<file path="src/dspc_pkg.sv">
// constants for the dsp output and self-test configuration bank
package dspc_pkg;

  // ----------------------------------------------------------------
  // register indices and apb byte addresses
  // ----------------------------------------------------------------
  localparam int          ADDR_W       = 12;
  localparam logic [7:0]  IDX_SLOT_CFG = 8'h42;
  localparam logic [7:0]  IDX_PIN_CFG  = 8'h43;
  localparam logic [7:0]  IDX_ST_CFG   = 8'h44;
  localparam logic [11:0] ADDR_SLOT    = {2'b00, IDX_SLOT_CFG, 2'b00};
  localparam logic [11:0] ADDR_PIN     = {2'b00, IDX_PIN_CFG, 2'b00};
  localparam logic [11:0] ADDR_ST      = {2'b00, IDX_ST_CFG, 2'b00};
  localparam logic [11:0] ADDR_RES0    = 12'h200;
  localparam logic [11:0] ADDR_RES1    = 12'h204;
  localparam logic [11:0] ADDR_STAT    = 12'h208;

  // ----------------------------------------------------------------
  // reset values and field positions
  // ----------------------------------------------------------------
  localparam logic [7:0]  SLOT_CFG_RST = 8'h00;
  localparam logic [7:0]  PIN_CFG_RST  = 8'h00;
  localparam logic [7:0]  ST_CFG_RST   = 8'h00;
  localparam int          PIN_MODE_BIT = 2;
  localparam int          ST_SEL_MSB   = 7;
  localparam int          ST_SEL_LSB   = 4;
  localparam int          ST_RSV_MSB   = 3;
  localparam int          SLOT1_MSB    = 3;
  localparam int          SLOT1_LSB    = 2;
  localparam int          STAT_ERR_BIT = 0;
  localparam int          STAT_PIN_BIT = 1;

  // ----------------------------------------------------------------
  // select codes and fixed patterns
  // ----------------------------------------------------------------
  localparam logic [3:0]  ST_NORMAL    = 4'h0;
  localparam logic [3:0]  ST_CM_VERIFY = 4'h1;
  localparam logic [1:0]  ST_GRP_PAT   = 2'b01;
  localparam logic [1:0]  ST_GRP_DST   = 2'b11;
  localparam logic [1:0]  SRC_PABS     = 2'b01;
  localparam logic [1:0]  SRC_TEMP     = 2'b11;
  localparam logic [15:0] PAT_0        = 16'h0000;
  localparam logic [15:0] PAT_1        = 16'hAAAA;
  localparam logic [15:0] PAT_2        = 16'h5555;
  localparam logic [15:0] PAT_3        = 16'hFFFF;

endpackage

</file>
<file path="src/dspc_array_check.sv">
// parity guard over the configuration bits covered by array error detection
`timescale 1ns/100ps
`default_nettype none
module dspc_array_check #(
  parameter int WIDTH = 12
) (
  input  wire logic             clk,
  input  wire logic             rst,
  input  wire logic             load,
  input  wire logic [WIDTH-1:0] nextBits,
  input  wire logic [WIDTH-1:0] curBits,
  output logic                  mismatch
);
  typedef struct packed {
    logic parity;
  } dspc_chk_t;

  dspc_chk_t st;
  dspc_chk_t next_st;

  // parity is captured with the very word written, so a legal write never trips it
  always_comb begin
    next_st = st;
    if (load) begin
      next_st.parity = ^nextBits;
    end
    mismatch = (^curBits) != st.parity;
  end

  always_ff @(posedge clk or posedge rst) begin
    if (rst) begin
      st <= '0;
    end else begin
      st <= next_st;
    end
  end
endmodule
`default_nettype wire

</file>
<file path="src/dspc_result_mux.sv">
// chooses what each result slot receives for the current test-function select
`timescale 1ns/100ps
`default_nettype none
module dspc_result_mux import dspc_pkg::*; #(
  parameter int RES_W = 16
) (
  input  wire logic [3:0]       testSel,
  input  wire logic [1:0]       slot1Src,
  input  wire logic [RES_W-1:0] pressureIn,
  input  wire logic [RES_W-1:0] tempIn,
  input  wire logic [RES_W-1:0] selfTestData,
  output logic [2*RES_W-1:0]    slotVal,
  output logic                  inhibit,
  output logic                  loadOk
);
  logic [RES_W-1:0] pattern;

  always_comb begin
    case (testSel[1:0])
      2'd0:    pattern = RES_W'(PAT_0);
      2'd1:    pattern = RES_W'(PAT_1);
      2'd2:    pattern = RES_W'(PAT_2);
      default: pattern = RES_W'(PAT_3);
    endcase
    inhibit = testSel[3:2] == ST_GRP_PAT;
    // reserved codes leave the slots untouched
    loadOk  = testSel == ST_NORMAL || testSel == ST_CM_VERIFY
              || testSel[3:2] == ST_GRP_DST;
  end

  for (genvar i = 0; i < 2; i++) begin : g_slot
    logic [RES_W-1:0] src;
    always_comb begin
      if (i == 1 && slot1Src == SRC_TEMP) begin
        src = tempIn;
      end else begin
        src = pressureIn;
      end
      if (testSel[3:2] == ST_GRP_PAT) begin
        slotVal[i*RES_W +: RES_W] = pattern;
      end else if (testSel[3:2] == ST_GRP_DST) begin
        slotVal[i*RES_W +: RES_W] = selfTestData;
      end else begin
        slotVal[i*RES_W +: RES_W] = src;
      end
    end
  end
endmodule
`default_nettype wire

</file>
<file path="src/dspc_config_bank.sv">
// apb register bank for interrupt pin drive mode and self-test result selection
//
// Behaviour
// - An 8-bit read/write pin configuration register sits at index 43h, bit 2 is the drive mode, all bits reset to 0.
// - Drive mode 0 gives an active-high interrupt with pull-down, mode 1 an active-low one with pull-up.
// - The pin and self-test registers are guarded by the array error check, except the test select field; the slot register is not.
// - An 8-bit read/write self-test register sits at index 44h, bits 7:4 select the test, all bits reset to 0.
// - Writes to the test select field never raise an array error.
// - Select 0000 loads normal 16-bit pressure results.
// - Select 0001 runs the common-mode check while still loading 16-bit pressure results.
// - Selects 0100 to 0111 block processor writes and show 0000h, AAAAh, 5555h and FFFFh.
// - Selects 1100 to 1111 run digital self-test 0 to 3 and load its output instead of sensor data.
// - The slot 1 source select picks pressure for 01 and temperature for 11.
`timescale 1ns/100ps
`default_nettype none
module dspc_config_bank import dspc_pkg::*; #(
  parameter int RES_W = 16
) (
  input  wire logic              clk,
  input  wire logic              rst,
  input  wire logic              psel,
  input  wire logic              penable,
  input  wire logic              pwrite,
  input  wire logic [ADDR_W-1:0] paddr,
  input  wire logic [31:0]       pwdata,
  input  wire logic [3:0]        pstrb,
  output logic [31:0]            prdata,
  output logic                   pready,
  output logic                   pslverr,
  input  wire logic              dspValid,
  input  wire logic [RES_W-1:0]  pressureIn,
  input  wire logic [RES_W-1:0]  tempIn,
  input  wire logic [RES_W-1:0]  selfTestData,
  input  wire logic              intReq,
  input  wire logic              intPinIn,
  output logic                   intPinOut,
  output logic                   intPinOe,
  output logic                   pullUpEn,
  output logic                   pullDownEn,
  output logic                   cmVerifyEn,
  output logic                   selfTestEn,
  output logic [1:0]             selfTestIdx,
  output logic [RES_W-1:0]       resultSlot0,
  output logic [RES_W-1:0]       resultSlot1,
  output logic                   arrayErr
);
  // ----------------------------------------------------------------
  // state
  // ----------------------------------------------------------------
  typedef enum logic [1:0] {
    BUS_IDLE   = 2'b01,
    BUS_ACCESS = 2'b10
  } dspc_bus_t;

  typedef struct packed {
    dspc_bus_t        bus;
    logic             pready;
    logic             pslverr;
    logic [31:0]      prdata;
    logic [7:0]       slotCfg;
    logic [7:0]       pinCfg;
    logic [7:0]       stCfg;
    logic             arrayErr;
    logic             pinLevel;
    logic             intPinOut;
    logic             intPinOe;
    logic             pullUpEn;
    logic             pullDownEn;
    logic             cmVerifyEn;
    logic             selfTestEn;
    logic [1:0]       selfTestIdx;
    logic [RES_W-1:0] res0;
    logic [RES_W-1:0] res1;
  } dspc_state_t;

  localparam dspc_state_t STATE_RST = '{
    bus:        BUS_IDLE,
    pready:     1'b0,
    pslverr:    1'b0,
    prdata:     32'h0000_0000,
    slotCfg:    SLOT_CFG_RST,
    pinCfg:     PIN_CFG_RST,
    stCfg:      ST_CFG_RST,
    arrayErr:   1'b0,
    pinLevel:   1'b0,
    intPinOut:  1'b1,
    intPinOe:   1'b0,
    pullUpEn:   1'b0,
    pullDownEn: 1'b1,
    cmVerifyEn: 1'b0,
    selfTestEn: 1'b0,
    selfTestIdx: 2'b00,
    res0:       '0,
    res1:       '0
  };

  dspc_state_t          st;
  dspc_state_t          next_st;
  logic                 setup;
  logic                 wrEn;
  logic                 mapped;
  logic [31:0]          readVal;
  logic [3:0]           testSel;
  logic [2*RES_W-1:0]   slotVal;
  logic                 inhibit;
  logic                 loadOk;
  logic                 chkLoad;
  logic                 chkErr;
  logic [11:0]          chkNext;
  logic [11:0]          chkCur;

  assign testSel = st.stCfg[ST_SEL_MSB:ST_SEL_LSB];
  // test select bits are left out of the guarded vector
  assign chkCur  = {st.pinCfg, st.stCfg[ST_RSV_MSB:0]};
  assign chkNext = {next_st.pinCfg, next_st.stCfg[ST_RSV_MSB:0]};

  // ----------------------------------------------------------------
  // helpers
  // ----------------------------------------------------------------
  dspc_result_mux #(
    .RES_W        (RES_W)
  ) u_mux (
    .testSel      (testSel),
    .slot1Src     (st.slotCfg[SLOT1_MSB:SLOT1_LSB]),
    .pressureIn   (pressureIn),
    .tempIn       (tempIn),
    .selfTestData (selfTestData),
    .slotVal      (slotVal),
    .inhibit      (inhibit),
    .loadOk       (loadOk)
  );

  dspc_array_check #(
    .WIDTH    (12)
  ) u_chk (
    .clk      (clk),
    .rst      (rst),
    .load     (chkLoad),
    .nextBits (chkNext),
    .curBits  (chkCur),
    .mismatch (chkErr)
  );

  // ----------------------------------------------------------------
  // next state
  // ----------------------------------------------------------------
  always_comb begin
    next_st = st;
    setup   = psel & ~penable;
    wrEn    = psel & penable & pwrite & st.pready & (st.bus == BUS_ACCESS);
    mapped  = 1'b1;
    readVal = 32'h0000_0000;
    case (paddr)
      ADDR_SLOT: readVal = {24'h000000, st.slotCfg};
      ADDR_PIN:  readVal = {24'h000000, st.pinCfg};
      ADDR_ST:   readVal = {24'h000000, st.stCfg};
      ADDR_RES0: readVal = {{(32-RES_W){1'b0}}, st.res0};
      ADDR_RES1: readVal = {{(32-RES_W){1'b0}}, st.res1};
      ADDR_STAT: readVal = {30'h0000_0000, st.pinLevel, st.arrayErr};
      default:   mapped  = 1'b0;
    endcase
    // one wait-free access phase: answer is prepared during setup
    next_st.bus     = setup ? BUS_ACCESS : BUS_IDLE;
    next_st.pready  = setup;
    next_st.pslverr = setup & ~mapped;
    next_st.prdata  = (setup & ~pwrite & mapped) ? readVal : 32'h0000_0000;
    chkLoad = 1'b0;
    if (wrEn & pstrb[0]) begin
      case (paddr)
        ADDR_SLOT: next_st.slotCfg = pwdata[7:0];
        ADDR_PIN: begin
          next_st.pinCfg = pwdata[7:0];
          chkLoad        = 1'b1;
        end
        ADDR_ST: begin
          next_st.stCfg = pwdata[7:0];
          chkLoad       = 1'b1;
        end
        default: chkLoad = 1'b0;
      endcase
    end
    // new error wins over a write-one clear in the same cycle
    if (chkErr) begin
      next_st.arrayErr = 1'b1;
    end else if (wrEn & pstrb[0] & (paddr == ADDR_STAT) & pwdata[STAT_ERR_BIT]) begin
      next_st.arrayErr = 1'b0;
    end
    next_st.pinLevel   = intPinIn;
    // open drain: only the active level is driven, the pull holds the idle level
    next_st.intPinOe   = intReq;
    next_st.intPinOut  = ~st.pinCfg[PIN_MODE_BIT];
    next_st.pullUpEn   = st.pinCfg[PIN_MODE_BIT];
    next_st.pullDownEn = ~st.pinCfg[PIN_MODE_BIT];
    next_st.cmVerifyEn = testSel == ST_CM_VERIFY;
    next_st.selfTestEn = testSel[3:2] == ST_GRP_DST;
    next_st.selfTestIdx = testSel[1:0];
    if (inhibit || (dspValid && loadOk)) begin
      next_st.res0 = slotVal[RES_W-1:0];
      next_st.res1 = slotVal[2*RES_W-1:RES_W];
    end
  end

  always_ff @(posedge clk or posedge rst) begin
    if (rst) begin
      st <= STATE_RST;
    end else begin
      st <= next_st;
    end
  end

  // ----------------------------------------------------------------
  // outputs
  // ----------------------------------------------------------------
  assign prdata      = st.prdata;
  assign pready      = st.pready;
  assign pslverr     = st.pslverr;
  assign intPinOut   = st.intPinOut;
  assign intPinOe    = st.intPinOe;
  assign pullUpEn    = st.pullUpEn;
  assign pullDownEn  = st.pullDownEn;
  assign cmVerifyEn  = st.cmVerifyEn;
  assign selfTestEn  = st.selfTestEn;
  assign selfTestIdx = st.selfTestIdx;
  assign resultSlot0 = st.res0;
  assign resultSlot1 = st.res1;
  assign arrayErr    = st.arrayErr;

  // ----------------------------------------------------------------
  // checks
  // ----------------------------------------------------------------
  pin_cfg_write_a: assert property (
    @(posedge clk) disable iff (rst)
    (wrEn && pstrb[0] && paddr == ADDR_PIN)
      |=> (st.pinCfg == $past(pwdata[7:0])) ##1 (pullUpEn == st.pinCfg[PIN_MODE_BIT]))
    else $error("pin config write not stored");

  pin_cfg_read_a: assert property (
    @(posedge clk) disable iff (rst)
    (psel && !penable && !pwrite && paddr == ADDR_PIN)
      |=> pready && prdata == {24'h000000, $past(st.pinCfg)})
    else $error("pin config read wrong");

  pin_drive_mode_a: assert property (
    @(posedge clk) disable iff (rst)
    ##1 (intPinOut == ~$past(st.pinCfg[PIN_MODE_BIT])) && (pullUpEn != pullDownEn)
      && (intPinOe == $past(intReq)))
    else $error("interrupt pin drive does not follow mode bit");

  array_err_set_a: assert property (
    @(posedge clk) disable iff (rst)
    chkErr |=> arrayErr [*2])
    else $error("array error flag not held after mismatch");

  st_cfg_write_a: assert property (
    @(posedge clk) disable iff (rst)
    (wrEn && pstrb[0] && paddr == ADDR_ST) |=> st.stCfg == $past(pwdata[7:0]))
    else $error("self-test config write not stored");

  st_sel_no_err_a: assert property (
    @(posedge clk) disable iff (rst)
    (wrEn && pstrb[0] && paddr == ADDR_ST && !chkErr
      && pwdata[ST_RSV_MSB:0] == st.stCfg[ST_RSV_MSB:0]) |=> !chkErr)
    else $error("select field change raised array error");

  normal_load_a: assert property (
    @(posedge clk) disable iff (rst)
    (testSel == ST_NORMAL && dspValid) |=> resultSlot0 == $past(pressureIn))
    else $error("pressure not loaded in normal mode");

  cm_verify_a: assert property (
    @(posedge clk) disable iff (rst)
    (testSel == ST_CM_VERIFY && dspValid)
      |=> cmVerifyEn && resultSlot0 == $past(pressureIn))
    else $error("common-mode check mode wrong");

  cm_verify_off_a: assert property (
    @(posedge clk) disable iff (rst)
    (testSel != ST_CM_VERIFY) |=> !cmVerifyEn)
    else $error("common-mode check enabled outside its select");

  pattern_fill_a: assert property (
    @(posedge clk) disable iff (rst)
    (testSel == 4'h5 && $stable(testSel)) |=> resultSlot0 == 16'hAAAA && resultSlot1 == 16'hAAAA)
    else $error("test pattern not shown");

  pattern_ones_a: assert property (
    @(posedge clk) disable iff (rst)
    (testSel == 4'h7 && $stable(testSel))
      |=> resultSlot0 == 16'hFFFF && resultSlot1 == 16'hFFFF)
    else $error("all-ones pattern not shown");

  self_test_load_a: assert property (
    @(posedge clk) disable iff (rst)
    (testSel[3:2] == ST_GRP_DST && dspValid)
      |=> selfTestEn && resultSlot0 == $past(selfTestData)
          && selfTestIdx == $past(testSel[1:0]))
    else $error("self-test output not loaded");

  self_test_off_a: assert property (
    @(posedge clk) disable iff (rst)
    (testSel[3:2] != ST_GRP_DST) |=> !selfTestEn)
    else $error("self-test enabled outside self-test selects");

  slot1_temp_a: assert property (
    @(posedge clk) disable iff (rst)
    (testSel == ST_NORMAL && dspValid && st.slotCfg[SLOT1_MSB:SLOT1_LSB] == SRC_TEMP)
      |=> resultSlot1 == $past(tempIn))
    else $error("slot 1 temperature not loaded");
endmodule
`default_nettype wire

</file>
<file path="config.mk">
export PLATFORM = sky130hd
export DESIGN_NAME = dspc_config_bank
export DESIGN_NICKNAME = d
export VERILOG_FILES = /design/src/dspc_pkg.sv /design/src/dspc_array_check.sv /design/src/dspc_result_mux.sv /design/src/dspc_config_bank.sv
export SDC_FILE = /design/constraint.sdc
export NUM_CORES = 1
export LEC_CHECK = 0
export BUFFER_PORTS_ARGS = -buffer_cell sky130_fd_sc_hd__buf_4
export CORE_UTILIZATION = 30
export CTS_BUF_LIST = sky130_fd_sc_hd__clkbuf_4 sky130_fd_sc_hd__clkbuf_8
export DETAILED_ROUTE_END_ITERATION = 8
export SKIP_CTS_REPAIR_TIMING = 1
export SLEW_MARGIN = 20
export SYNTH_ARGS = -nofsm -noshare
export SYNTH_HDL_FRONTEND = slang
export SYNTH_HIERARCHICAL = 1
export SYNTH_SLANG_ARGS = --single-unit
</file>
<file path="constraint.sdc">
create_clock -name clk -period 6.95 [get_ports clk]
set_clock_uncertainty 0.2 [all_clocks]
set_input_delay 0.3475 -clock clk [delete_from_list [all_inputs] [get_ports clk]]
set_output_delay 0.3475 -clock clk [all_outputs]
set_load 0.02 [all_outputs]
</file>
# Word-level counts from Yosys, hierarchy flattened
# Cells that the tools add are included.
[totals]
register_bits = 102
[classes]
n_eq_ne = 14
muxes = 17
bitwise = 15
reduce_logical = 13
[op_table]
columns = ["operator", "n"]
rows = [
  ["16-bit two-way mux", 6],
  ["16-bit one-hot mux with 6 select lines", 1],
  ["16-bit one-hot mux with 3 select lines", 1],
  ["12-bit by 10-bit equality test with 1-bit output (second input constant)", 3],
  ["12-bit by 9-bit equality test with 1-bit output (second input constant)", 3],
  ["32-bit two-way mux", 1],
  ["12-bit XOR reduction", 2],
  ["8-bit two-way mux", 2],
  ["1-bit bitwise AND", 11],
  ["2-bit equality test (second input constant)", 4],
  ["6-bit OR reduction", 1],
  ["1-bit two-way mux", 5],
  ["2-bit by 1-bit equality test with 1-bit output (second input constant)", 2],
  ["4-bit by 1-bit equality test with 1-bit output (second input constant)", 1],
  ["4-bit zero test", 1],
  ["1-bit inverter", 4],
  ["2-bit AND reduction", 2],
  ["1-bit logical OR", 3],
  ["2-bit zero test", 1],
  ["2-bit two-way mux", 1],
  ["2-bit nonzero test", 1],
  ["2-bit OR reduction", 1],
  ["1-bit logical AND", 1],
  ["1-bit != test", 1],
]

# Depth between registers and ports, before layout
[logic_depth]
word_depth = 9
ltp_mapped = 9
depth_no_buf = 8

# By module
# Netlist, hierarchy kept.
[modules_own_cells]
columns = ["mod", "n_inst", "cells_each", "area_each_um2", "seq_area_each_um2"]
rows = [
  ["dspc_config_bank", 1, 366, 4179.0, 2104.5],
  ["dspc_result_mux", 1, 98, 609.3, 0.0],
  ["dspc_array_check", 1, 26, 251.5, 25.0],
]

# Worst setup path after synthesis
# No wires, ideal clock.
[synth_timing]
path_type = "input-to-reg"
startpoint = "input port paddr[1]"
endpoint = "register u_chk.st"
setup_ps = 77
arrival_time_ps = 2618
path_slack_ps = 4055
cell_stages = 8
path_buffers = 0
path_cell_list = "or4_4 nor4_4 nand3_2 mux2_2 xnor2_1 xnor2_1 xnor3_1 a21oi_1"
[synth_between]
elab_chain_cells = 4
[synth_lines]
columns = ["item", "line_no", "source"]
rows = [
  ["start: declaration", "dspc_config_bank.sv:24", "input wire logic [ADDR_W-1:0] paddr,"],
  ["12-bit by 9-bit equality test with 1-bit output", "dspc_config_bank.sv:169", "case (paddr)"],
  ["8-bit two-way mux", "dspc_config_bank.sv:169", ""],
  ["16-bit two-way mux", "dspc_config_bank.sv:168", "if (wrEn & pstrb[0]) begin"],
  ["via chkNext[1]", "dspc_config_bank.sv:109", "logic [11:0] chkNext;"],
  ["12-bit XOR reduction", "dspc_array_check.sv:25", "next_st.parity = ^nextBits;"],
  ["end signal: assignment", "dspc_array_check.sv:34", "st <= next_st;"],
  ["end: declaration", "dspc_array_check.sv:18", "dspc_chk_t st;"],
]
# The timed path passes the listed nets, and every way through them passes these cells.
# A chain may end at the register's enable or synchronous reset.

# Worst setup path in the final report
# Ends and elaborated chain as after synthesis.

==> run summary <==
The number of slew-limit violations in the final report came out at 0. In this run the power spent charging and discharging nets is 0.000298 W. The pre-antenna-repair detailed-routing pass consisted of 4 iterations.

Number of buffers on the longest clock path: 2. In this run the tightest slew margin relative to its limit is 24.2%. The number of antenna cells inserted was 0.

Floorplan die width: 132 µm. The required arrival time at the worst endpoint was 7040 ps; the DRC violation count after routing was 0. Combinational logic is responsible for 16.0% of the overall power. The number of global-route vias before repair is 3951. By area, the combinational part of the netlist is dominated by simple AND/OR/NAND/NOR gates. The signal on the critical path passes through buf_4, or4_4, nor4_4, nand3_2, mux2_2, xnor2_1, xnor2_1, xnor3_1, a21oi_1. The number of buffers inserted during clock tree synthesis came out at 9. The run finished with clean final reports. The total via count in the routed design came out at 3859. The stage delay of the slowest cell on the critical path works out to 770 ps. Slew at the pin closest to its max-slew limit: 1120 ps.

The worst hold path begins at pwdata[1]. The routed design has 13.6 mm of wire. Global routing consumed, over all layers together, 16.0% of the routing resources. Clock-pin slew was measured on the worst setup and hold paths at 80 ps. The number of warnings printed during yosys synthesis is 6, and the final design instance area without fill is 6010 µm². Most frequent cell on the critical path: xnor2_1. Net switching is 28.0% of the power.

Of the total synthesized cell area, the portion taken by AND, OR, NAND and NOR gates is 15.4%. The arrival time reported for the critical path endpoint is 3540 ps, and the count of buffers from port buffering is 135. The tools report the placement row count as 47. Across the VDD grid, the largest voltage drop is 0.0836 mV. The run gives 2.76 nW as the static leakage. Clock period minus final worst setup slack: 3450 ps. The logs give 5040 µm² for the post-synthesis instance area and 42.3% for the fraction of the yosys area taken by sequential cells. Slowest stage cell on the critical path: nor4_4. For the number of antenna violations at the first check in global routing, the log shows 0. In this run the number of H-tree levels came out at 3. Internal cell power: 0.000764 W.

The async set-or-reset flop fraction in the synthesized netlist is 100%. After the first detailed-routing iteration, the DRC count stood at 232. The die covers 17300 µm². Counting flops with a built-in enable in the synthesized netlist gives 0.

The category of the critical setup timing path is in2reg. The tree is rooted in a clkbuf_8. Entering global routing, the biggest net connects 77 pins.

In the layout the commonest cells are buf_4 (138), dfrtp_1 (83), mux2_2 (55). The number of register bits inferred by synthesis works out to 85. Setup repair after global routing left no endpoint under its margin.

Among all flip-flop cells after synthesis, the most frequent one is dfrtp_1. The starting utilization of the core area is 30.6%, and the average footprint of a synthesized cell is 10.3 µm². For the reported max-cap violation count, the log shows 0. The clock net in this run drives a total of 85 sinks. At the end of routability-driven placement, the weighted congestion stood at 0.877.

STA classifies the critical path endpoint as a flip-flop. Cells fill 36.5% of the core in the end. Leaving out fill and tap cells, the most frequent cell in the layout is buf_4. Detailed placement ended at an HPWL of 9.97 mm. Relative to the synthesized area, the layout overhead comes to 19.3%.

In the routed layout, each cell is associated on average with a via count of 4.86. The minimum hold slack is 32.7 ps, and the synthesized-area fraction occupied by xor and xnor cells is 4.25%. In this run the worst hold path is classified as in2reg. After routing, the total negative slack on setup checks comes to 0 ps. The tools report the kind of start point of the critical path as a primary input. For the total core area, the log shows 16500 µm². For the number of top-level pins, the log shows 179. The worst hold path was traced through 2 stages. For the overall overflow remaining after global route, the log shows 0. The setup-violating endpoint count in the final report was 0; the top fanout value on the critical path was 17. In this run the critical register-to-register path is launched from st[100]. The critical register-to-register path endpoint was u_chk/st.

For the number of different library cells in the post-synthesis netlist, the log shows 51. In the synthesized netlist, mux cells make up 12.5% of the area. For flop-to-flop paths, the worst setup slack is 3940 ps. Count of buffering cells on the critical path with inverters included: 1.

The synthesized netlist devotes 0% of its cell area to adder and majority cells. The number of cells traversed by the worst register-to-register path is 8, and the proportion of layout cells with a drive suffix above 1 is 40.8%. In the final routed layout, each cell accounts on average for 17.1 µm. The tools report the instance count of the mapped netlist as 490. Cell family with the largest share of critical-path delay: simple AND/OR/NAND/NOR gates.

The total cell area at the placement stage came out at 5780 µm². For the fraction of power consumed by the clock network, the log shows 33.7%. The power per cell area was 177 nW/µm²; the wire length of the first global-routing pass was 21.3 mm. After filler insertion, the fill cell instance count of the layout stands at 1698. The source-to-sink clock delay at the later pin of the worst-skew pair was 370 ps; the relative contribution of sequential cells to total power was 50.2%. The fraction of the mapped netlist area in compound gates works out to 10.9%. The number of nets in the finished design came out at 673.

The run gives 0 as the count of final hold-check violations. The vertical die dimension is 132 µm. Of the available clock period, the critical path in the final layout requires 49.6%. The detail route stage leaves a number of antenna-violating nets equal to 0.

TritonCTS built the clock tree. The worst hold path terminates at st[59]. For this run, the top clock speed supported by timing is 290 MHz.
flip-flops by register name, summed over array words and instances (netlist names):
signal       cells
prdata          16
resultSlot0     16
resultSlot1     16
st              13
chkCur          12
next_st          2
selfTestIdx      2
arrayErr         1
cmVerifyEn       1
intPinOe         1
pslverr          1
pullDownEn       1
pullUpEn         1
selfTestEn       1
u_chk/st         1
Yosys cell counts, drive strengths merged, types with 8 or more instances:
cell type   n  area (µm²)
clkbuf      9        33.8
a21oi      22         110
nand2      26         105
inv        22        82.6
a221oi     16         165
nor2       32         123
a32oi       8        70.1
mux2       55         619
buf        81         618
dfrtp      83        2080
o21ai      15        75.1
nor3       34         170
xnor2      18         165
and3       16         100
power groups by stage:
stage | clock, W | sequential, W | combinational, W
after global routing | 0.000392 | 0.000536 | 0.000184
after floorplan | 0 | 0.000536 | 0.000119
after CTS | 0.000370 | 0.000534 | 0.000170
after detailed placement | 0 | 0.000544 | 0.000170
final | 0.000358 | 0.000534 | 0.000170
after global placement | 0 | 0.000542 | 0.000167
cell type report:
class                           instances  area (µm²)  area share, %
Clock inverter                          6        63.8           1.06
Sequential cell                        85        2130           35.4
Clock buffer                           10         131           2.18
Multi-Input combinational cell        308        2240           37.3
Timing Repair Buffer                  143        1090           18.1
Tap cell                              220         275           4.58
Inverter                               22        83.8           1.39
cell families after synthesis:
kind of cell	Yosys count
buffers and inverters	112
other	1
multiplexers	56
AND/OR/NAND/NOR	138
AO/OA/AOI/OAI	76
flip-flops	85
XOR/XNOR	22
worst max path at each step:
stage	from	end	cells after the start
6_report	paddr[1]	u_chk/st	9
5_1_grt	paddr[1]	u_chk/st	9
4_1_cts	paddr[1]	u_chk/st	9
3_5_place_dp	paddr[1]	u_chk/st	9
3_3_place_gp	paddr[1]	u_chk/st	9
2_1_floorplan	paddr[1]	u_chk/st	8
per-stage QoR:
step	setup slack, ps	instances	power (W)
5_1_grt	3330	794	0.00111
3_5_place_dp	3150	774	0.000714
2_1_floorplan	4050	505	0.000655
4_1_cts	3540	790	0.00107
6_report	3500	794	0.00106
3_3_place_gp	3190	774	0.000710
layer usage:
layer / track usage [%] / up-vias / wire, µm
met5: 0 / - / 0
met3: 4.17 / 16 / 888
met4: 6.85 / 0 / 237
met2: 26.0 / 141 / 6470
li1: - / 1807 / -
met1: 20.0 / 1895 / 6000
Power figures use the tool's default switching activity.
